`src/core/bcd_pkg.sv`:
```
// Summary of operation
// RULE1: A decimal digit is four bits; only values zero to nine are valid.
// RULE2: Unpacked byte digit value comes only from bits zero to three.
// RULE3: Add/subtract ignore bits four to seven; multiply/divide need them zero.
// RULE4: Packed byte holds two digits; upper nibble is the more significant.
// RULE5: Eighty-bit decimal integer holds eighteen digits in its lowest nine bytes.
// RULE6: Least digit in low nibble of byte zero; most digit in top nibble.
// RULE7: Top bit is sign, one negative; other seven sign-byte bits ignored on input.
// RULE8: Negatives are sign-magnitude; digit field never two's complemented.
// RULE9: Range is plus or minus ten-to-eighteen minus one; both zeros accepted.
// RULE10: Decimal format lives only in memory, never in a floating-point register.
// RULE11: Decimal load converts exactly to double-extended format, with no rounding.
// RULE12: Masked invalid on decimal store writes the fixed indefinite pattern.
// RULE13: Loading the indefinite pattern gives an undefined result.
// RULE14: Double-extended exponent bias is sixteen thousand three hundred eighty-three.
// RULE15: Store flags invalid for NaN, infinity or out-of-range source.
package bcd_pkg;

    // ****************************************************************
    // Operations
    // ****************************************************************
    localparam int         OP_W       = 3;
    localparam logic [2:0] OP_UNP_ADD = 3'h0;
    localparam logic [2:0] OP_UNP_MUL = 3'h1;
    localparam logic [2:0] OP_PACK    = 3'h2;
    localparam logic [2:0] OP_UNPACK  = 3'h3;
    localparam logic [2:0] OP_LOAD    = 3'h4;
    localparam logic [2:0] OP_STORE   = 3'h5;

    // ****************************************************************
    // Formats
    // ****************************************************************
    localparam int          DEC_DIGITS   = 18;
    localparam int          DIGIT_W      = 4;
    localparam int          BCD_W        = 72;
    localparam int          BIN_W        = 60;
    localparam int          SIGN_BIT     = 79;
    localparam int          EXP_LSB      = 64;
    localparam logic [3:0]  DIGIT_MAX    = 4'h9;
    localparam logic [3:0]  DABBLE_LIM   = 4'h5;
    localparam logic [3:0]  DABBLE_ADD   = 4'h3;
    localparam logic [14:0] FP_BIAS      = 15'h3FFF;
    localparam logic [14:0] EXP_ALL1     = 15'h7FFF;
    localparam logic [14:0] STORE_MAXEXP = 15'h003B;
    localparam logic [59:0] DEC_MAX      = 60'hDE0_B6B3_A763_FFFF;
    localparam logic [79:0] DEC_INDEF    = 80'hFFFF_C000_0000_0000_0000;

    // ****************************************************************
    // Timing
    // ****************************************************************
    localparam int LOAD_STEPS  = 18;
    localparam int STORE_STEPS = 60;

endpackage

```
`src/core/bcd_step_if.sv`:
```
`timescale 1ns/1ps
interface bcd_step_if;
    logic [59:0] acc_in;
    logic [3:0]  digit;
    logic [59:0] acc_out;
    logic [71:0] bcd_in;
    logic        bit_in;
    logic [71:0] bcd_out;

    modport ctl  (output acc_in, digit, bcd_in, bit_in, input acc_out, bcd_out);
    modport unit (input acc_in, digit, bcd_in, bit_in, output acc_out, bcd_out);
endinterface

```
`src/core/packed_decimal_integer_converter.sv`:
```
`timescale 1ns/1ps
module packed_decimal_integer_converter
    import bcd_pkg::*;
#(
    parameter int LOAD_CYC  = LOAD_STEPS,
    parameter int STORE_CYC = STORE_STEPS
) (
    // Clock and reset
    input  wire logic        clk,
    input  wire logic        rst_b,
    // Request
    input  wire logic        req_valid,
    output logic             req_ready,
    input  wire logic [2:0]  req_op,
    input  wire logic [79:0] req_opnd,
    input  wire logic        invalid_mask,
    // Response
    output logic             rsp_valid,
    output logic [79:0]      rsp_data,
    output logic             rsp_digit_err,
    output logic             rsp_invalid,
    output logic             rsp_wr_mem,
    output logic             rsp_wr_fpr
);

    typedef enum logic [1:0] {
        ST_IDLE = 2'b00,
        ST_RUN  = 2'b01,
        ST_FIN  = 2'b11
    } state_e;

    state_e      state_r;
    logic        is_load_r;
    logic        sign_r;
    logic        err_r;
    logic [5:0]  cnt_r;
    logic [59:0] acc_r;
    logic [71:0] digits_r;
    logic [71:0] bcd_r;
    logic [59:0] bin_r;
    logic        take;
    logic        simple_op;
    logic [79:0] simple_data;
    logic        simple_err;
    logic        load_err;
    logic [17:0] nib_bad;
    logic [14:0] exp_in;
    logic [14:0] e_unb;
    logic [63:0] shifted;
    logic        st_small;
    logic        st_big;
    logic        st_inv;
    logic [59:0] st_int;
    logic [5:0]  msb;
    logic [79:0] load_res;

    bcd_step_if stp ();

    bcd_step u_step (
        .stp (stp.unit)
    );

    function automatic logic digit_ok(input logic [3:0] d);
        return d <= DIGIT_MAX; // RULE1
    endfunction

    function automatic logic [5:0] msb_pos(input logic [59:0] v);
        logic [5:0] p;
        p = 6'h0;
        for (int i = 0; i < BIN_W; i++) begin
            if (v[i]) begin
                p = 6'(i);
            end
        end
        return p;
    endfunction

    assign req_ready = (state_r == ST_IDLE);
    assign take      = req_valid && req_ready;
    assign simple_op = (req_op == OP_UNP_ADD) || (req_op == OP_UNP_MUL) ||
                       (req_op == OP_PACK) || (req_op == OP_UNPACK);

    // ****************************************************************
    // Single-cycle digit operations
    // ****************************************************************
    always_comb begin
        simple_data = 80'h0;
        simple_err  = 1'b0;
        unique case (req_op)
            OP_UNP_ADD: begin
                simple_data = {76'h0, req_opnd[3:0]}; // RULE2 RULE3
                simple_err  = !digit_ok(req_opnd[3:0]);
            end
            OP_UNP_MUL: begin
                simple_data = {76'h0, req_opnd[3:0]}; // RULE2
                simple_err  = !digit_ok(req_opnd[3:0]) || (req_opnd[7:4] != 4'h0); // RULE3
            end
            OP_PACK: begin
                simple_data = {72'h0, req_opnd[11:8], req_opnd[3:0]}; // RULE4
                simple_err  = !digit_ok(req_opnd[11:8]) || !digit_ok(req_opnd[3:0]);
            end
            OP_UNPACK: begin
                simple_data = {64'h0, 4'h0, req_opnd[7:4], 4'h0, req_opnd[3:0]}; // RULE4
                simple_err  = !digit_ok(req_opnd[7:4]) || !digit_ok(req_opnd[3:0]);
            end
            default: begin
                simple_data = 80'h0;
                simple_err  = 1'b0;
            end
        endcase
    end

    // ****************************************************************
    // Load digit check and store range check
    // ****************************************************************
    for (genvar g = 0; g < DEC_DIGITS; g++) begin : g_chk
        assign nib_bad[g] = !digit_ok(req_opnd[g*4 +: 4]); // RULE5
    end
    assign load_err = |nib_bad;

    // Fraction bits are truncated toward zero before conversion
    assign exp_in   = req_opnd[78:64];
    assign st_small = exp_in < FP_BIAS;
    assign e_unb    = exp_in - FP_BIAS; // RULE14
    assign st_big   = !st_small && (e_unb > STORE_MAXEXP);
    assign shifted  = req_opnd[63:0] >> (6'd63 - e_unb[5:0]);
    assign st_int   = (st_small || st_big) ? 60'h0 : shifted[59:0];
    assign st_inv   = (exp_in == EXP_ALL1) || st_big || (st_int > DEC_MAX); // RULE15 RULE9

    // ****************************************************************
    // Sequencer
    // ****************************************************************
    assign stp.acc_in = acc_r;
    assign stp.digit  = digits_r[71:68]; // RULE6
    assign stp.bcd_in = bcd_r;
    assign stp.bit_in = bin_r[59];

    always_ff @(posedge clk) begin
        if (!rst_b) begin
            state_r <= ST_IDLE;
            cnt_r   <= 6'h0;
        end else begin
            unique case (state_r)
                ST_IDLE: begin
                    cnt_r <= 6'h0;
                    if (take && ((req_op == OP_LOAD) || (req_op == OP_STORE && !st_inv))) begin
                        state_r <= ST_RUN;
                    end
                end
                ST_RUN: begin
                    cnt_r <= cnt_r + 6'h1;
                    if (cnt_r == (is_load_r ? 6'(LOAD_CYC - 1) : 6'(STORE_CYC - 1))) begin
                        state_r <= ST_FIN;
                    end
                end
                ST_FIN: begin
                    state_r <= ST_IDLE;
                end
                default: begin
                    state_r <= ST_IDLE;
                end
            endcase
        end
    end

    always_ff @(posedge clk) begin
        if (!rst_b) begin
            is_load_r <= 1'b0;
            sign_r    <= 1'b0;
            err_r     <= 1'b0;
            acc_r     <= 60'h0;
            digits_r  <= 72'h0;
            bcd_r     <= 72'h0;
            bin_r     <= 60'h0;
        end else if (state_r == ST_IDLE && take) begin
            is_load_r <= (req_op == OP_LOAD);
            sign_r    <= req_opnd[SIGN_BIT]; // RULE7 RULE8
            err_r     <= load_err && (req_op == OP_LOAD);
            acc_r     <= 60'h0;
            digits_r  <= req_opnd[71:0];
            bcd_r     <= 72'h0;
            bin_r     <= st_int;
        end else if (state_r == ST_RUN) begin
            if (is_load_r) begin
                acc_r    <= stp.acc_out; // RULE11
                digits_r <= {digits_r[67:0], 4'h0};
            end else begin
                bcd_r <= stp.bcd_out;
                bin_r <= {bin_r[58:0], 1'b0};
            end
        end
    end

    // ****************************************************************
    // Normalisation into double-extended
    // ****************************************************************
    assign msb      = msb_pos(acc_r);
    // Zero keeps its sign: both zeros load as signed zero
    assign load_res = (acc_r == 60'h0) ? {sign_r, 79'h0} :
                      {sign_r, FP_BIAS + {9'h0, msb},
                       64'({4'h0, acc_r} << (6'd63 - msb))}; // RULE11 RULE14

    // ****************************************************************
    // Response
    // ****************************************************************
    always_ff @(posedge clk) begin
        if (!rst_b) begin
            rsp_valid     <= 1'b0;
            rsp_data      <= 80'h0;
            rsp_digit_err <= 1'b0;
            rsp_invalid   <= 1'b0;
            rsp_wr_mem    <= 1'b0;
            rsp_wr_fpr    <= 1'b0;
        end else begin
            rsp_valid     <= 1'b0;
            rsp_digit_err <= 1'b0;
            rsp_invalid   <= 1'b0;
            rsp_wr_mem    <= 1'b0;
            rsp_wr_fpr    <= 1'b0;
            if (state_r == ST_IDLE && take && simple_op) begin
                rsp_valid     <= 1'b1;
                rsp_data      <= simple_data;
                rsp_digit_err <= simple_err;
            end else if (state_r == ST_IDLE && take && req_op == OP_STORE && st_inv) begin
                rsp_valid   <= 1'b1;
                rsp_invalid <= 1'b1; // RULE15
                rsp_wr_mem  <= invalid_mask;
                rsp_data    <= invalid_mask ? DEC_INDEF : 80'h0; // RULE12
            end else if (state_r == ST_IDLE && take &&
                         !(req_op == OP_LOAD || req_op == OP_STORE)) begin
                rsp_valid     <= 1'b1;
                rsp_data      <= 80'h0;
                rsp_digit_err <= 1'b1;
            end else if (state_r == ST_FIN) begin
                rsp_valid <= 1'b1;
                // Decimal result only ever goes to memory, binary one to the register file
                rsp_wr_fpr    <= is_load_r; // RULE10
                rsp_wr_mem    <= !is_load_r; // RULE10
                rsp_digit_err <= err_r; // RULE13
                rsp_data      <= is_load_r ? load_res : {sign_r, 7'h0, bcd_r}; // RULE8
            end
        end
    end
endmodule

```
`src/core/bcd_step.sv`:
```
`timescale 1ns/1ps
module bcd_step
    import bcd_pkg::*;
(
    // Step operands and results
    bcd_step_if.unit stp
);

    logic [71:0] adj;

    // Decimal accumulate, most significant digit first: acc*10 + digit
    assign stp.acc_out = (stp.acc_in << 3) + (stp.acc_in << 1) + {56'h0, stp.digit}; // RULE11

    // Shift-and-add-three: binary bit enters at the bottom
    for (genvar g = 0; g < DEC_DIGITS; g++) begin : g_dab
        assign adj[g*4 +: 4] = (stp.bcd_in[g*4 +: 4] >= DABBLE_LIM) ?
                               stp.bcd_in[g*4 +: 4] + DABBLE_ADD : stp.bcd_in[g*4 +: 4];
    end
    assign stp.bcd_out = {adj[70:0], stp.bit_in};

endmodule

```
`config.mk`:
```
export PLATFORM = sky130hd
export DESIGN_NAME = packed_decimal_integer_converter
export DESIGN_NICKNAME = d
export VERILOG_FILES = /design/src/core/bcd_pkg.sv /design/src/core/bcd_step_if.sv /design/src/core/packed_decimal_integer_converter.sv /design/src/core/bcd_step.sv
export SDC_FILE = /design/constraint.sdc
export NUM_CORES = 2
export LEC_CHECK = 0
export BUFFER_PORTS_ARGS = -buffer_cell sky130_fd_sc_hd__buf_2
export CAP_MARGIN = 20
export CELL_PAD_IN_SITES_DETAIL_PLACEMENT = 1
export CELL_PAD_IN_SITES_GLOBAL_PLACEMENT = 1
export CORE_ASPECT_RATIO = 1.5
export CORE_UTILIZATION = 51
export CTS_BUF_LIST = sky130_fd_sc_hd__clkbuf_8 sky130_fd_sc_hd__clkbuf_16
export DETAILED_ROUTE_END_ITERATION = 8
export PLACE_DENSITY = 0.91
export REMOVE_ABC_BUFFERS = 1
export SLEW_MARGIN = 10
export SYNTH_ARGS = -nofsm -noshare
export SYNTH_HDL_FRONTEND = slang
export SYNTH_HIERARCHICAL = 1
export SYNTH_SLANG_ARGS = --single-unit
```
`constraint.sdc`:
```
create_clock -name clk -period 17.85 [get_ports clk]
set_input_delay 2.6775 -clock clk [delete_from_list [all_inputs] [get_ports clk]]
set_output_delay 2.6775 -clock clk [all_outputs]
set_load 0.005 [all_outputs]
```
==> Flow_metrics.wiki <==
{| class="wikitable"
! Metric !! Value
|-
| Via count normalized by instance count || 7.00
|-
| FF+latch count, synth || between 300 and 400
|-
| Final period util || 49.5%
|-
| Initial core utilization || 51.7%
|-
| Crit-path max FO || 50
|-
| Die area || 59,800 um^2
|-
| Height of the chip || 299 um
|-
| Number of max-slew violations in the final report || 0
|-
| Largest vdd supply drop || 0.0000832 V
|-
| Number of clock buffers inserted by TritonCTS || 38
|-
| Clock insertion delay at the later pin of the skew report || 600 ps
|-
| Power density over the cells || 63.9 nW/um^2
|-
| Average detailed-routed wire length per instance || 28.3 um
|-
| Number of clock sinks seen by CTS || approximately 360
|-
| Total overflow reported by the global router || 0
|-
| Per-instance average area after synthesis || 7.65 um^2
|-
| Hold buffers post-CTS || 0
|-
| Area added between synthesis and finish || 8.18%
|-
| Fraction of final layout cells with drive strength greater than 1 || 12.2%
|-
| Leakage power figure || 12.7 nW
|-
| Proportion of total power due to net switching || 31.3%
|-
| Number of buffers added for setup after CTS || 0
|-
| RSZ-0062 raised after global routing || false
|-
| Remaining antenna violation count after routing || 0
|-
| Finish-stage setup viols || 0
|-
| CTS H-tree depth || 2
|-
| Final count of hold timing violations || 0
|-
| Relative contribution of combinational cells to total power || 18.6%
|-
| Clock transition at path regs || around 70 ps
|-
| Slew HR || between 20% and 30%
|-
| Max Freq || ~110 MHz
|-
| Clock skew after layout || approximately 40 ps
|-
| Endpoint arrival time on the critical path || between 9000 and 10,000 ps
|-
| Total of buffers placed on input and output ports || 172
|-
| Kind of launch point of the worst setup path || input pin
|-
| Run status || completed
|-
| Minimum period implied by the final worst setup slack || 8830 ps
|-
| Initial antenna violation count || 2
|-
| Cell-internal power || approximately 0.0014 W
|-
| Clock root cell || sky130_fd_sc_hd__clkbuf_16
|-
| Cells after synthesis || 3,923
|-
| Via count of the first global-routing pass || 34,100
|-
| Die outline width || between 200 and 250 um
|-
| Sequential-to-total area share from yosys stat || between 20% and 30%
|-
| Type of the worst min-delay path || register to register
|-
| Switching pwr || 0.000649 W
|-
| Data required time at the worst endpoint || 18,330 ps
|-
| Top cells by area, synth || sky130_fd_sc_hd__dfxtp_1, sky130_fd_sc_hd__mux2i_1, sky130_fd_sc_hd__nand2_1, sky130_fd_sc_hd__a21oi_1, sky130_fd_sc_hd__ha_1
|-
| Wire length of the first global-routing pass || 201 mm
|-
| Post-synth top flop || sky130_fd_sc_hd__dfxtp_1
|-
| Iteration-0 DRC Markers || 2,929
|-
| Number of warnings reported in the yosys synthesis log || 6
|-
| Fraction of synthesis flops using an asynchronous set or reset pin || 0%
|-
| Final estimated routing congestion in global placement || 1.04
|-
| Number of flops mapped to enable cells by yosys || 0
|-
| Total number of vias || between 30,000 and 40,000
|-
| GR Util All Layers || 43.9%
|-
| Number of library cell types mapped by synthesis || 92
|-
| Number of remaining DRC errors || 0
|-
| Tot Pwr || 0.00207 W
|-
| Part of the power in registers || 40.1%
|-
| Total of cells resized after clock tree synthesis || 0
|-
| CP endpoint kind || register
|-
| Top Ports || between 150 and 200
|-
| Largest area contributor in the synthesized netlist || sky130_fd_sc_hd__dfxtp_1
|-
| Core area || 58,000 um^2
|-
| Power share of the clock group || 41.3%
|-
| Category of the critical setup timing path || input pin to register
|-
| Worst-case clock buffer depth || 3
|-
| Wire length after detailed routing || about 130 mm
|-
| Total number of placement rows || approximately 110
|-
| Largest net degree at the start of global routing || between 70 and 80
|-
| Proportion of netlist area held by the largest area contributor || a little under a quarter
|-
| DPL Wire Length || 96.9 mm
|-
| CTS tree || yes
|-
| Least-Margin Pin Slew || 1150 ps
|-
| Mapped cell area || 30,000 um^2
|-
| Number of search-and-repair iterations in the first detailed-routing pass || 6
|-
| Max-capacitance violation count || 0
|-
| Final setup TNS || 0 ps
|-
| Count of fill cells added during filler insertion || 7,289
|-
| # nets final || 4,139
|}
[layout make-up]
class,count,area (um^2),share of cell area (%)
Antenna cell,1,2.50,0.00771
Clock buffer,40,978,3.02
Clock inverter,29,324,0.999
Inverter,86,325,1.00
Multi-Input combinational cell,3183,21400,65.9
Sequential cell,359,7190,22.2
Tap cell,770,963,2.97
Timing Repair Buffer,225,1270,3.92
[registers in the layout, summed over array words and instances (netlist names), 2 cells and up]
| name | flops |
|---|---|
| bcd_r | 72 |
| state_r | 2 |
| rsp_data | 79 |
| cnt_r | 6 |
| acc_r | 60 |
| digits_r | 72 |
| bin_r | 60 |
[worst paths after layout]
path,startpoint,slack (ps),end,depth (start not counted)
worst min-delay path,rsp_data[27],450,rsp_data[27],2
worst max register to register,acc_r[48],12110,rsp_data[54],13
worst max-delay path,req_opnd[64],9020,rsp_data[30],17
worst min register to register,rsp_data[27],450,rsp_data[27],2
[cell usage in the layout, fill, tap and decap left out, types with 39 or more instances in the layout]
master                     instances
sky130_fd_sc_hd__inv_1            89
sky130_fd_sc_hd__mux4_2           64
sky130_fd_sc_hd__nand3_1          70
sky130_fd_sc_hd__mux2_2           73
sky130_fd_sc_hd__buf_2           172
sky130_fd_sc_hd__a22oi_1          66
sky130_fd_sc_hd__o22ai_1          81
sky130_fd_sc_hd__o211ai_1         46
sky130_fd_sc_hd__nand2_1         663
sky130_fd_sc_hd__dfxtp_1         359
sky130_fd_sc_hd__a21o_1           39
sky130_fd_sc_hd__nand2b_1         50
sky130_fd_sc_hd__ha_1            156
sky130_fd_sc_hd__mux2i_1         292
sky130_fd_sc_hd__xnor2_1          63
sky130_fd_sc_hd__buf_4            51
sky130_fd_sc_hd__o21ai_0         196
sky130_fd_sc_hd__a21oi_1         405
sky130_fd_sc_hd__nor2_1          277
sky130_fd_sc_hd__nor3_1          118
[power groups by stage]
| stage | Combinational (W) | Clock (W) | Sequential [W] |
|---|---|---|---|
| after floorplan | 0.000236 | 0 | 0.000844 |
| after global placement | 0.000359 | 0 | 0.000848 |
| after detailed placement | 0.000368 | 0 | 0.000849 |
| after CTS | 0.000371 | 0.000859 | 0.000832 |
| after global routing | 0.000402 | 0.000887 | 0.000833 |
| final | 0.000386 | 0.000857 | 0.000832 |
[critical path: stages]
cell and delay [ps]:
sky130_fd_sc_hd__buf_2 500, sky130_fd_sc_hd__buf_4 620, sky130_fd_sc_hd__ha_1 530, sky130_fd_sc_hd__xor2_4 160, sky130_fd_sc_hd__buf_4 410, sky130_fd_sc_hd__buf_4 480, sky130_fd_sc_hd__mux2i_1 630, sky130_fd_sc_hd__nor3_1 90
sky130_fd_sc_hd__a21oi_1 310, sky130_fd_sc_hd__nand2_1 120, sky130_fd_sc_hd__or4b_1 610, sky130_fd_sc_hd__nor3_1 420, sky130_fd_sc_hd__nor4_2 120, sky130_fd_sc_hd__a211oi_4 790, sky130_fd_sc_hd__nor3_4 40, sky130_fd_sc_hd__buf_4 340
sky130_fd_sc_hd__a221o_1 410
[layer usage]
metal	vias to the layer above	track usage, %	routed length, um
met4	0	41.8	15000
met2	1818	73.6	63400
li1	14300	-	-
met3	815	10.3	10100
met5	-	0.165	0
met1	15900	43.9	44100
[per-stage QoR]
| stage | area, um^2 | std cells | hold slack [ps] | utilization (%) | worst slack [ps] |
|---|---|---|---|---|---|
| final | 32400 | 4693 | 448 | 56.0 | 9020 |
| after global routing | 32400 | 4693 | 466 | 56.0 | 8760 |
| after CTS | 32400 | 4690 | 452 | 55.9 | 9160 |
| after detailed placement | 31100 | 4621 | 441 | 53.7 | 8570 |
| after global placement | 31100 | 4620 | 432 | 53.6 | 8810 |
| after floorplan | 28800 | 3628 | 431 | - | 7450 |
[cell usage after synthesis, drive strengths merged (70+ instances only)]
cell,number
dfxtp,359
nand3,70
o22ai,81
o21ai,222
mux2i,293
buf,87
nand2,669
mux2,77
nor3,120
ha,157
a21oi,408
nor2,279
clkbuf,208
inv,84
[kinds of logic (layout without fill, tap and decap cells)]
kind of cell / after synthesis / in the layout / share of synthesized area, %
AND/OR/NAND/NOR: 1349 / 1349 / 19.7
AO/OA/AOI/OAI: 1155 / 1155 / 24.4
multiplexers: 434 / 434 / 17.5
buffers and inverters: 381 / 380 / 5.22
flip-flops: 359 / 359 / 24.0
adder cells (fa/ha/maj): 159 / 159 / 6.68
XOR/XNOR: 86 / 86 / 2.54
other: 0 / 1 / 0
No activity file was read; power rests on OpenSTA's default activity.
